### src/rtl/cas_pkg.sv
package cas_pkg;
  localparam int CNT_W = 32;
  localparam logic [31:0] CNT_RESET = 32'h0000_0000;
  typedef enum logic [1:0] {
    st_running = 2'b00,
    st_debug = 2'b01,
    st_sleep = 2'b10
  } cas_state_e;
  localparam int AXI_AW = 8;
  localparam logic [7:0] REG_CMD = 8'h00;
  localparam logic [7:0] REG_STATUS = 8'h04;
  localparam logic [7:0] REG_REFUSE = 8'h08;
  localparam int CMD_PM_HALT = 0;
  localparam int CMD_PM_RUN = 1;
  localparam int CMD_MC_HALT = 2;
  localparam int CMD_MC_RUN = 3;
  localparam int CMD_DBG_HALT = 4;
  localparam int CMD_RESUME = 5;
  localparam int CMD_STEP = 6;
  localparam int ST_HALTED = 0;
  localparam int ST_DEBUG = 1;
  localparam int ST_PM_HALT_ACK = 2;
  localparam int ST_PM_RUN_ACK = 3;
  localparam int ST_DH_BIT = 4;
  localparam int ST_MC_HALTED = 5;
  localparam logic [1:0] RESP_OKAY = 2'h0;
  localparam logic [1:0] RESP_SLVERR = 2'h2;
endpackage

### src/rtl/cas_link_if.sv
`timescale 1ns/10ps
interface cas_link_if;
  logic pm_halt_req;
  logic pm_halt_ack;
  logic pm_run_req;
  logic pm_run_ack;
  logic halt_status;
  logic mc_halt_req;
  logic mc_run_req;
  logic mc_run_ack;
  logic dbg_halt_req;
  logic dbg_resume_req;
  logic dbg_step_req;
  logic dbg_resume_ack;
  logic debug_mode_status;
  logic debug_halt_bit;
  modport core (
    input pm_halt_req,
    output pm_halt_ack,
    input pm_run_req,
    output pm_run_ack,
    output halt_status,
    input mc_halt_req,
    input mc_run_req,
    output mc_run_ack,
    input dbg_halt_req,
    input dbg_resume_req,
    input dbg_step_req,
    output dbg_resume_ack,
    output debug_mode_status,
    output debug_halt_bit
  );
  modport ctrl (
    output pm_halt_req,
    input pm_halt_ack,
    output pm_run_req,
    input pm_run_ack,
    input halt_status,
    output mc_halt_req,
    output mc_run_req,
    input mc_run_ack,
    output dbg_halt_req,
    output dbg_resume_req,
    output dbg_step_req,
    input dbg_resume_ack,
    input debug_mode_status,
    input debug_halt_bit
  );
endinterface

### src/rtl/cas_ctrl_end.sv
`timescale 1ns/10ps
module cas_ctrl_end (
  input wire logic aclk,
  input wire logic aresetn,
  cas_link_if.ctrl link,
  input wire logic [cas_pkg::AXI_AW-1:0] s_axi_awaddr,
  input wire logic s_axi_awvalid,
  output logic s_axi_awready,
  input wire logic [31:0] s_axi_wdata,
  input wire logic [3:0] s_axi_wstrb,
  input wire logic s_axi_wvalid,
  output logic s_axi_wready,
  output logic [1:0] s_axi_bresp,
  output logic s_axi_bvalid,
  input wire logic s_axi_bready,
  input wire logic [cas_pkg::AXI_AW-1:0] s_axi_araddr,
  input wire logic s_axi_arvalid,
  output logic s_axi_arready,
  output logic [31:0] s_axi_rdata,
  output logic [1:0] s_axi_rresp,
  output logic s_axi_rvalid,
  input wire logic s_axi_rready
);
  logic aw_full_r, w_full_r, bvalid_r, rvalid_r;
  logic [cas_pkg::AXI_AW-1:0] awaddr_r;
  logic [31:0] wdata_r, rdata_r;
  logic wstrb0_r;
  logic [1:0] bresp_r, rresp_r;
  logic pm_halt_r, pm_run_r, mc_run_r, resume_r, step_r;
  logic mc_halt_p_r, dbg_halt_p_r, last_mc_halt_r, refused_r;

  wire logic aw_hs = s_axi_awvalid & s_axi_awready;
  wire logic w_hs = s_axi_wvalid & s_axi_wready;
  wire logic ar_hs = s_axi_arvalid & s_axi_arready;
  wire logic wr_go = aw_full_r & w_full_r & ~bvalid_r;
  wire logic wr_cmd = wr_go & wstrb0_r & (awaddr_r == cas_pkg::REG_CMD);
  wire logic wr_ref = wr_go & wstrb0_r & (awaddr_r == cas_pkg::REG_REFUSE);
  wire logic wr_map = (awaddr_r == cas_pkg::REG_CMD) | (awaddr_r == cas_pkg::REG_STATUS)
                    | (awaddr_r == cas_pkg::REG_REFUSE);

  // Command gating keeps the far side inside its legal request order.
  wire logic pm_idle = ~pm_halt_r & ~pm_run_r & ~link.pm_halt_ack & ~link.pm_run_ack;
  wire logic ok_pm_halt = pm_idle;
  wire logic ok_pm_run = pm_idle;
  wire logic ok_mc_halt = ~last_mc_halt_r & (~link.debug_mode_status | link.debug_halt_bit);
  wire logic ok_mc_run = last_mc_halt_r & link.debug_mode_status & ~mc_run_r;
  wire logic ok_resume = link.debug_halt_bit & ~resume_r;
  wire logic c_pm_halt = wr_cmd & wdata_r[cas_pkg::CMD_PM_HALT];
  wire logic c_pm_run = wr_cmd & wdata_r[cas_pkg::CMD_PM_RUN];
  wire logic c_mc_halt = wr_cmd & wdata_r[cas_pkg::CMD_MC_HALT];
  wire logic c_mc_run = wr_cmd & wdata_r[cas_pkg::CMD_MC_RUN];
  wire logic c_resume = wr_cmd & wdata_r[cas_pkg::CMD_RESUME];
  wire logic go_pm_halt = c_pm_halt & ok_pm_halt & ~c_pm_run;
  wire logic go_pm_run = c_pm_run & ok_pm_run & ~c_pm_halt;
  wire logic go_mc_halt = c_mc_halt & ok_mc_halt;
  wire logic go_mc_run = c_mc_run & ok_mc_run;
  wire logic go_resume = c_resume & ok_resume;
  wire logic refuse = (c_pm_halt & ~go_pm_halt) | (c_pm_run & ~go_pm_run) | (c_mc_halt & ~go_mc_halt)
                    | (c_mc_run & ~go_mc_run) | (c_resume & ~go_resume);

  wire logic [31:0] status_w = {26'h0, last_mc_halt_r, link.debug_halt_bit, link.pm_run_ack,
                                link.pm_halt_ack, link.debug_mode_status, link.halt_status};
  wire logic [31:0] cmd_w = {25'h0, step_r, resume_r, 1'b0, mc_run_r, 1'b0, pm_run_r, pm_halt_r};
  wire logic ar_cmd = s_axi_araddr == cas_pkg::REG_CMD;
  wire logic ar_st = s_axi_araddr == cas_pkg::REG_STATUS;
  wire logic ar_ref = s_axi_araddr == cas_pkg::REG_REFUSE;
  wire logic [31:0] rd_mux = ar_cmd ? cmd_w : ar_st ? status_w : ar_ref ? {31'h0, refused_r} : 32'h0;

  always_ff @(posedge aclk) begin
    if (!aresetn) begin
      aw_full_r <= 1'b0;
      w_full_r <= 1'b0;
      bvalid_r <= 1'b0;
      rvalid_r <= 1'b0;
      awaddr_r <= '0;
      wdata_r <= 32'h0;
      wstrb0_r <= 1'b0;
      rdata_r <= 32'h0;
      bresp_r <= cas_pkg::RESP_OKAY;
      rresp_r <= cas_pkg::RESP_OKAY;
    end else begin
      if (aw_hs) begin
        aw_full_r <= 1'b1;
        awaddr_r <= s_axi_awaddr;
      end else if (wr_go) begin
        aw_full_r <= 1'b0;
      end
      if (w_hs) begin
        w_full_r <= 1'b1;
        wdata_r <= s_axi_wdata;
        wstrb0_r <= s_axi_wstrb[0];
      end else if (wr_go) begin
        w_full_r <= 1'b0;
      end
      if (wr_go) begin
        bvalid_r <= 1'b1;
        bresp_r <= wr_map ? cas_pkg::RESP_OKAY : cas_pkg::RESP_SLVERR;
      end else if (s_axi_bready) begin
        bvalid_r <= 1'b0;
      end
      if (ar_hs) begin
        rvalid_r <= 1'b1;
        rdata_r <= rd_mux;
        rresp_r <= (ar_cmd | ar_st | ar_ref) ? cas_pkg::RESP_OKAY : cas_pkg::RESP_SLVERR;
      end else if (s_axi_rready) begin
        rvalid_r <= 1'b0;
      end
    end
  end

  // Requests are levels dropped on the matching ack; controller and debug halts are pulses.
  // A refusal sets a sticky flag, and setting wins over the software clear.
  always_ff @(posedge aclk) begin
    if (!aresetn) begin
      pm_halt_r <= 1'b0;
      pm_run_r <= 1'b0;
      mc_run_r <= 1'b0;
      resume_r <= 1'b0;
      step_r <= 1'b0;
      mc_halt_p_r <= 1'b0;
      dbg_halt_p_r <= 1'b0;
      last_mc_halt_r <= 1'b0;
      refused_r <= 1'b0;
    end else begin
      pm_halt_r <= go_pm_halt | (pm_halt_r & ~link.pm_halt_ack);
      pm_run_r <= go_pm_run | (pm_run_r & ~link.pm_run_ack);
      mc_run_r <= go_mc_run | (mc_run_r & ~link.mc_run_ack);
      resume_r <= go_resume | (resume_r & ~link.dbg_resume_ack);
      step_r <= go_resume ? wdata_r[cas_pkg::CMD_STEP] : (step_r & ~link.dbg_resume_ack);
      mc_halt_p_r <= go_mc_halt;
      dbg_halt_p_r <= wr_cmd & wdata_r[cas_pkg::CMD_DBG_HALT];
      last_mc_halt_r <= go_mc_halt | (last_mc_halt_r & ~go_mc_run);
      refused_r <= refuse | (refused_r & ~(wr_ref & wdata_r[0]));
    end
  end

  assign s_axi_awready = ~aw_full_r & ~bvalid_r;
  assign s_axi_wready = ~w_full_r & ~bvalid_r;
  assign s_axi_bvalid = bvalid_r;
  assign s_axi_bresp = bresp_r;
  assign s_axi_arready = ~rvalid_r;
  assign s_axi_rvalid = rvalid_r;
  assign s_axi_rdata = rdata_r;
  assign s_axi_rresp = rresp_r;
  assign link.pm_halt_req = pm_halt_r;
  assign link.pm_run_req = pm_run_r;
  assign link.mc_halt_req = mc_halt_p_r;
  assign link.mc_run_req = mc_run_r;
  assign link.dbg_halt_req = dbg_halt_p_r;
  assign link.dbg_resume_req = resume_r;
  assign link.dbg_step_req = step_r;
endmodule

### src/flat_wrapper.sv
// flat-port wrapper written by rule: the top's interface ports become plain ports
module cas_ctrl_end_flat 
  (aclk, aresetn, s_axi_awaddr, s_axi_awvalid, s_axi_awready, s_axi_wdata, s_axi_wstrb, s_axi_wvalid, s_axi_wready, s_axi_bresp, s_axi_bvalid, s_axi_bready, s_axi_araddr, s_axi_arvalid, s_axi_arready, s_axi_rdata, s_axi_rresp, s_axi_rvalid, s_axi_rready, link_pm_halt_req, link_pm_halt_ack, link_pm_run_req, link_pm_run_ack, link_halt_status, link_mc_halt_req, link_mc_run_req, link_mc_run_ack, link_dbg_halt_req, link_dbg_resume_req, link_dbg_step_req, link_dbg_resume_ack, link_debug_mode_status, link_debug_halt_bit);
  cas_link_if link_i ();
  input wire logic aclk;
  input wire logic aresetn;
  input wire logic [cas_pkg::AXI_AW-1:0] s_axi_awaddr;
  input wire logic s_axi_awvalid;
  output logic s_axi_awready;
  input wire logic [31:0] s_axi_wdata;
  input wire logic [3:0] s_axi_wstrb;
  input wire logic s_axi_wvalid;
  output logic s_axi_wready;
  output logic [1:0] s_axi_bresp;
  output logic s_axi_bvalid;
  input wire logic s_axi_bready;
  input wire logic [cas_pkg::AXI_AW-1:0] s_axi_araddr;
  input wire logic s_axi_arvalid;
  output logic s_axi_arready;
  output logic [31:0] s_axi_rdata;
  output logic [1:0] s_axi_rresp;
  output logic s_axi_rvalid;
  input wire logic s_axi_rready;
  output wire logic [$bits(link_i.pm_halt_req)-1:0] link_pm_halt_req;
  input wire logic [$bits(link_i.pm_halt_ack)-1:0] link_pm_halt_ack;
  output wire logic [$bits(link_i.pm_run_req)-1:0] link_pm_run_req;
  input wire logic [$bits(link_i.pm_run_ack)-1:0] link_pm_run_ack;
  input wire logic [$bits(link_i.halt_status)-1:0] link_halt_status;
  output wire logic [$bits(link_i.mc_halt_req)-1:0] link_mc_halt_req;
  output wire logic [$bits(link_i.mc_run_req)-1:0] link_mc_run_req;
  input wire logic [$bits(link_i.mc_run_ack)-1:0] link_mc_run_ack;
  output wire logic [$bits(link_i.dbg_halt_req)-1:0] link_dbg_halt_req;
  output wire logic [$bits(link_i.dbg_resume_req)-1:0] link_dbg_resume_req;
  output wire logic [$bits(link_i.dbg_step_req)-1:0] link_dbg_step_req;
  input wire logic [$bits(link_i.dbg_resume_ack)-1:0] link_dbg_resume_ack;
  input wire logic [$bits(link_i.debug_mode_status)-1:0] link_debug_mode_status;
  input wire logic [$bits(link_i.debug_halt_bit)-1:0] link_debug_halt_bit;
  assign link_pm_halt_req = link_i.pm_halt_req;
  assign link_i.pm_halt_ack = link_pm_halt_ack;
  assign link_pm_run_req = link_i.pm_run_req;
  assign link_i.pm_run_ack = link_pm_run_ack;
  assign link_i.halt_status = link_halt_status;
  assign link_mc_halt_req = link_i.mc_halt_req;
  assign link_mc_run_req = link_i.mc_run_req;
  assign link_i.mc_run_ack = link_mc_run_ack;
  assign link_dbg_halt_req = link_i.dbg_halt_req;
  assign link_dbg_resume_req = link_i.dbg_resume_req;
  assign link_dbg_step_req = link_i.dbg_step_req;
  assign link_i.dbg_resume_ack = link_dbg_resume_ack;
  assign link_i.debug_mode_status = link_debug_mode_status;
  assign link_i.debug_halt_bit = link_debug_halt_bit;
  cas_ctrl_end u_core (.aclk(aclk), .aresetn(aresetn), .link(link_i), .s_axi_awaddr(s_axi_awaddr), .s_axi_awvalid(s_axi_awvalid), .s_axi_awready(s_axi_awready), .s_axi_wdata(s_axi_wdata), .s_axi_wstrb(s_axi_wstrb), .s_axi_wvalid(s_axi_wvalid), .s_axi_wready(s_axi_wready), .s_axi_bresp(s_axi_bresp), .s_axi_bvalid(s_axi_bvalid), .s_axi_bready(s_axi_bready), .s_axi_araddr(s_axi_araddr), .s_axi_arvalid(s_axi_arvalid), .s_axi_arready(s_axi_arready), .s_axi_rdata(s_axi_rdata), .s_axi_rresp(s_axi_rresp), .s_axi_rvalid(s_axi_rvalid), .s_axi_rready(s_axi_rready));
endmodule
### config.mk
export PLATFORM = sky130hd
export DESIGN_NAME = cas_ctrl_end_flat
export DESIGN_NICKNAME = d
export VERILOG_FILES = /design/src/rtl/cas_pkg.sv /design/src/rtl/cas_link_if.sv /design/src/rtl/cas_ctrl_end.sv /design/src/flat_wrapper.sv
export SDC_FILE = /design/constraint.sdc
export NUM_CORES = 1
export LEC_CHECK = 0
export BUFFER_PORTS_ARGS = -buffer_cell sky130_fd_sc_hd__buf_2
export CORE_MARGIN = 2
export CORE_UTILIZATION = 35
export DETAILED_ROUTE_END_ITERATION = 12
export GPL_ROUTABILITY_DRIVEN = 0
export PLACE_DENSITY = 0.67
export SLEW_MARGIN = 10
export SYNTH_ARGS = -nofsm -noshare
export SYNTH_HDL_FRONTEND = slang
export SYNTH_SLANG_ARGS = --single-unit
### constraint.sdc
create_clock -name aclk -period 1.5 [get_ports aclk]
set_clock_uncertainty 0.1 [all_clocks]
set_input_delay 0.075 -clock aclk [delete_from_list [all_inputs] [get_ports aclk]]
set_output_delay 0.075 -clock aclk [all_outputs]
set_load 0.1 [all_outputs]
==> flow_summary.toml <==
[finish]
syn_to_final_growth_pct = 48.29
instances_no_fill = 388
n_antenna_cell = 0
drive_above_1_share_pct = 38.05
fin_area_sq_um = 2824
largest_register_ffs = 8
largest_register = "u_core.awaddr_r"
final_nets = 383

[logic_synthesis]
synth-simple-area-share_pct = 26.35
synth_area_sq_um = 1904
yosysWarnings = 0
ys_seq_elements = 38
synth_compound_area_share_pct = 14.78
ys_types = 39
ys.flop_type = "dfxtp_1"
synthAdderAreaFrac_pct = 0.5913
synth_cells = 216
synth.area.mux_share_pct = 4.205
synth_seq_area_share_pct = 39.95
synthArstFlopShare_pct = 0
syn_avg_cell_area_sq_um = 8.816
synth_top_family_by_area = "simple AND/OR/NAND/NOR gates"
synth_edf_count = 0
synthXorXnorAreaFrac_pct = 0

[status]
failed_checks = "setup timing"
outcome = "complete, but fails checks"

[cts]
cts-root-buf = "clkbuf_8"
cts_buffers = 5
htree_levels = 2
path_clk_slew_ns = 0.08
cts_tree = "built"
cts.sinks = 38
insertion_delay_ns = 0.29
clockBufferDepth = 2

[critical_path]
cp-endpoint = "u_core.refused_r$_SDFF_PN0_"
critPathSlowestCell = "or4_4"
critPathMaxFanout = 2
startpoint = "u_core.link.pm_halt_req$_SDFF_PN0_"
r2r_slack_ns = -0.16
required_ns = 1.59
crit_type = "reg -> reg"
max_stage_delay_ns = 0.48
end_kind = "register"
start_kind = "register"
r2r_cells = 4
rr_endpoint = "u_core.refused_r$_SDFF_PN0_"
r2r-start = "u_core.link.pm_halt_req$_SDFF_PN0_"
arrival_ns = 1.76
cp_cell_sequence = "or4_4, maj3_2, a22o_1, o21a_1"

[placed_design]
port_buffers = 58
dp_cells = 353
dp_hpwl_um = 3181
placed_area_sq_um = 2355
place_ws_ns = -0.1574

[floorplanning]
start_util_pct = 36.82
die_w_um = 77.76
coreArea_sq_um = 5172
die_y_um = 77.76
die-area_sq_um = 6047
num_rows = 26
io_pins = 114

[pwr]
power_frac_comb_pct = 28.8
vdd_drop_max_mv = 0.6516
power_leakage_nw = 1.269
switching_share_pct = 34.87
switchingPower_mw = 1.028
p_int_mw = 1.919
power_frac_clock_pct = 34.3
p_per_area_nw_per_um2 = 1044
seq_power_share_pct = 36.8

[timing]
setup_viol = 3
fmax_mhz = 601.2
rsz0062_at_grt = "true"
timing.final.crit_period_ns = 1.663
layout_setup_ws_ns = -0.1633
hold_viol = 0
final.setup.tns_ns = -0.3181
finalCritPeriodShare_pct = 110.9
slew_violations = 0

[route]
drc = 0
drtIter0Drc = 48
dr_total_vias = 1740
final_antenna_net_count = 0
wl_um = 4473
via_per_inst = 4.485
post_drt_wl_per_cell_um = 11.53
dr.pass1.iters = 4

[global_routing]
grt_max_degree = 21
grt_overflow = 0
grt_pass1_wl_um = 7065
antenna_found_initial = 0
track_usage_pct = 14.72
grt_pass1_vias = 1596

[run]
maxCapViolCount = 0

[worst_hold_path]
hold_class = "in -> reg"
## synthesized netlist by cell type (4+ instances only)
library cell	instances	area, sq um
mux2i_1	8	80.08
dfxtp_1	38	760.7
o21ai_0	11	55.05
nor2_1	9	33.78
clkbuf_1	5	18.77
nor2b_1	12	75.07
nand3_1	6	30.03
a21oi_1	4	20.02
a21boi_0	15	112.6
nand3b_1	4	30.03
nor3b_1	4	30.03
inv_1	7	26.28
buf_4	28	210.2
and2_1	4	25.02
nand2_1	27	101.4
## what timing repair did
item	CTS	global route
hold buffers	24	0
endpoints found under the hold margin	24	0
gates resized for setup	6	14
setup buffers	1	1
cloned	0	1
endpoints found under the setup margin	6	11
pin swaps	2	8
## stage by stage
stage | total power [mW] | util (%) | hold slack [ns]
after floorplan | 1.781 | - | 0.1088
after global placement | 1.879 | 45.52 | 0.2222
after detailed placement | 1.884 | 45.52 | 0.2335
after CTS | 2.961 | 53.56 | 0.03007
after global routing | 3.085 | 54.60 | 0.03745
final | 2.947 | 54.60 | 0.03307
## routing by layer
metal / track usage [%] / vias up / part of all wire [%]
li1: - / 891 / -
met1: 17.07 / 781 / 44
met2: 25.09 / 62 / 48
met3: 5.581 / 6 / 7.1
met4: 4.286 / 0 / 1.1
met5: 0 / - / 0
## cell type report
type                            instances  area, sq um
Multi-Input combinational cell        162         1081
Sequential cell                        38        780.7
Clock inverter                          1        30.03
Tap cell                               70        87.58
Inverter                                7        30.03
Clock buffer                            7        107.6
Fill cell                             473         2349
Timing Repair Buffer                  103        706.9
## cells by family after synthesis
family | Yosys count
AO/OA/AOI/OAI | 42
adder cells (fa/ha/maj) | 1
buffers and inverters | 42
flip-flops | 38
multiplexers | 8
other | 1
AND/OR/NAND/NOR | 84
## power groups by stage
stage                     clock network [mW]  registers, mW  logic, mW
after floorplan                            0           1.20      0.583
after global placement                     0           1.10      0.776
after detailed placement                   0           1.10      0.780
after CTS                               1.04           1.08      0.836
after global routing                    1.10           1.09      0.894
final                                   1.01           1.09      0.849
## worst min-delay path by stage
stage	start	to	slack [ns]	depth (start not counted)
3_3_place_gp	s_axi_wdata[1]	u_core.wdata_r[1]$_SDFFE_PN0P_	0.22	3
4_1_cts	s_axi_wvalid	u_core.w_full_r$_SDFFE_PN0P_	0.03	3
3_5_place_dp	s_axi_awaddr[4]	u_core.awaddr_r[4]$_SDFFE_PN0P_	0.23	3
2_1_floorplan	link_pm_run_ack	u_core.s_axi_rdata[3]$_SDFFE_PN0P_	0.11	2
6_report	s_axi_awvalid	u_core.aw_full_r$_SDFFE_PN0P_	0.03	3
5_1_grt	s_axi_awvalid	u_core.aw_full_r$_SDFFE_PN0P_	0.04	3
## cells in the final DEF (no fill, tap or decap), types with 7 or more instances in the layout
cell type,n
o21ai_0,9
dlygate4sd3_1,24
dfxtp_1,30
nor2b_1,12
a21boi_0,9
buf_4,19
nor2_1,7
nand2_1,25
conb_1,27
mux2i_1,8
buf_2,57
## worst max-delay path: cells and delay by family, from the launching register on
kind            cells  cell delay (ns)
flops               1             0.34
compound gates      2             0.34
simple gates        1             0.48
fa+ha+maj           1             0.31
Power figures use the tool's default switching activity.
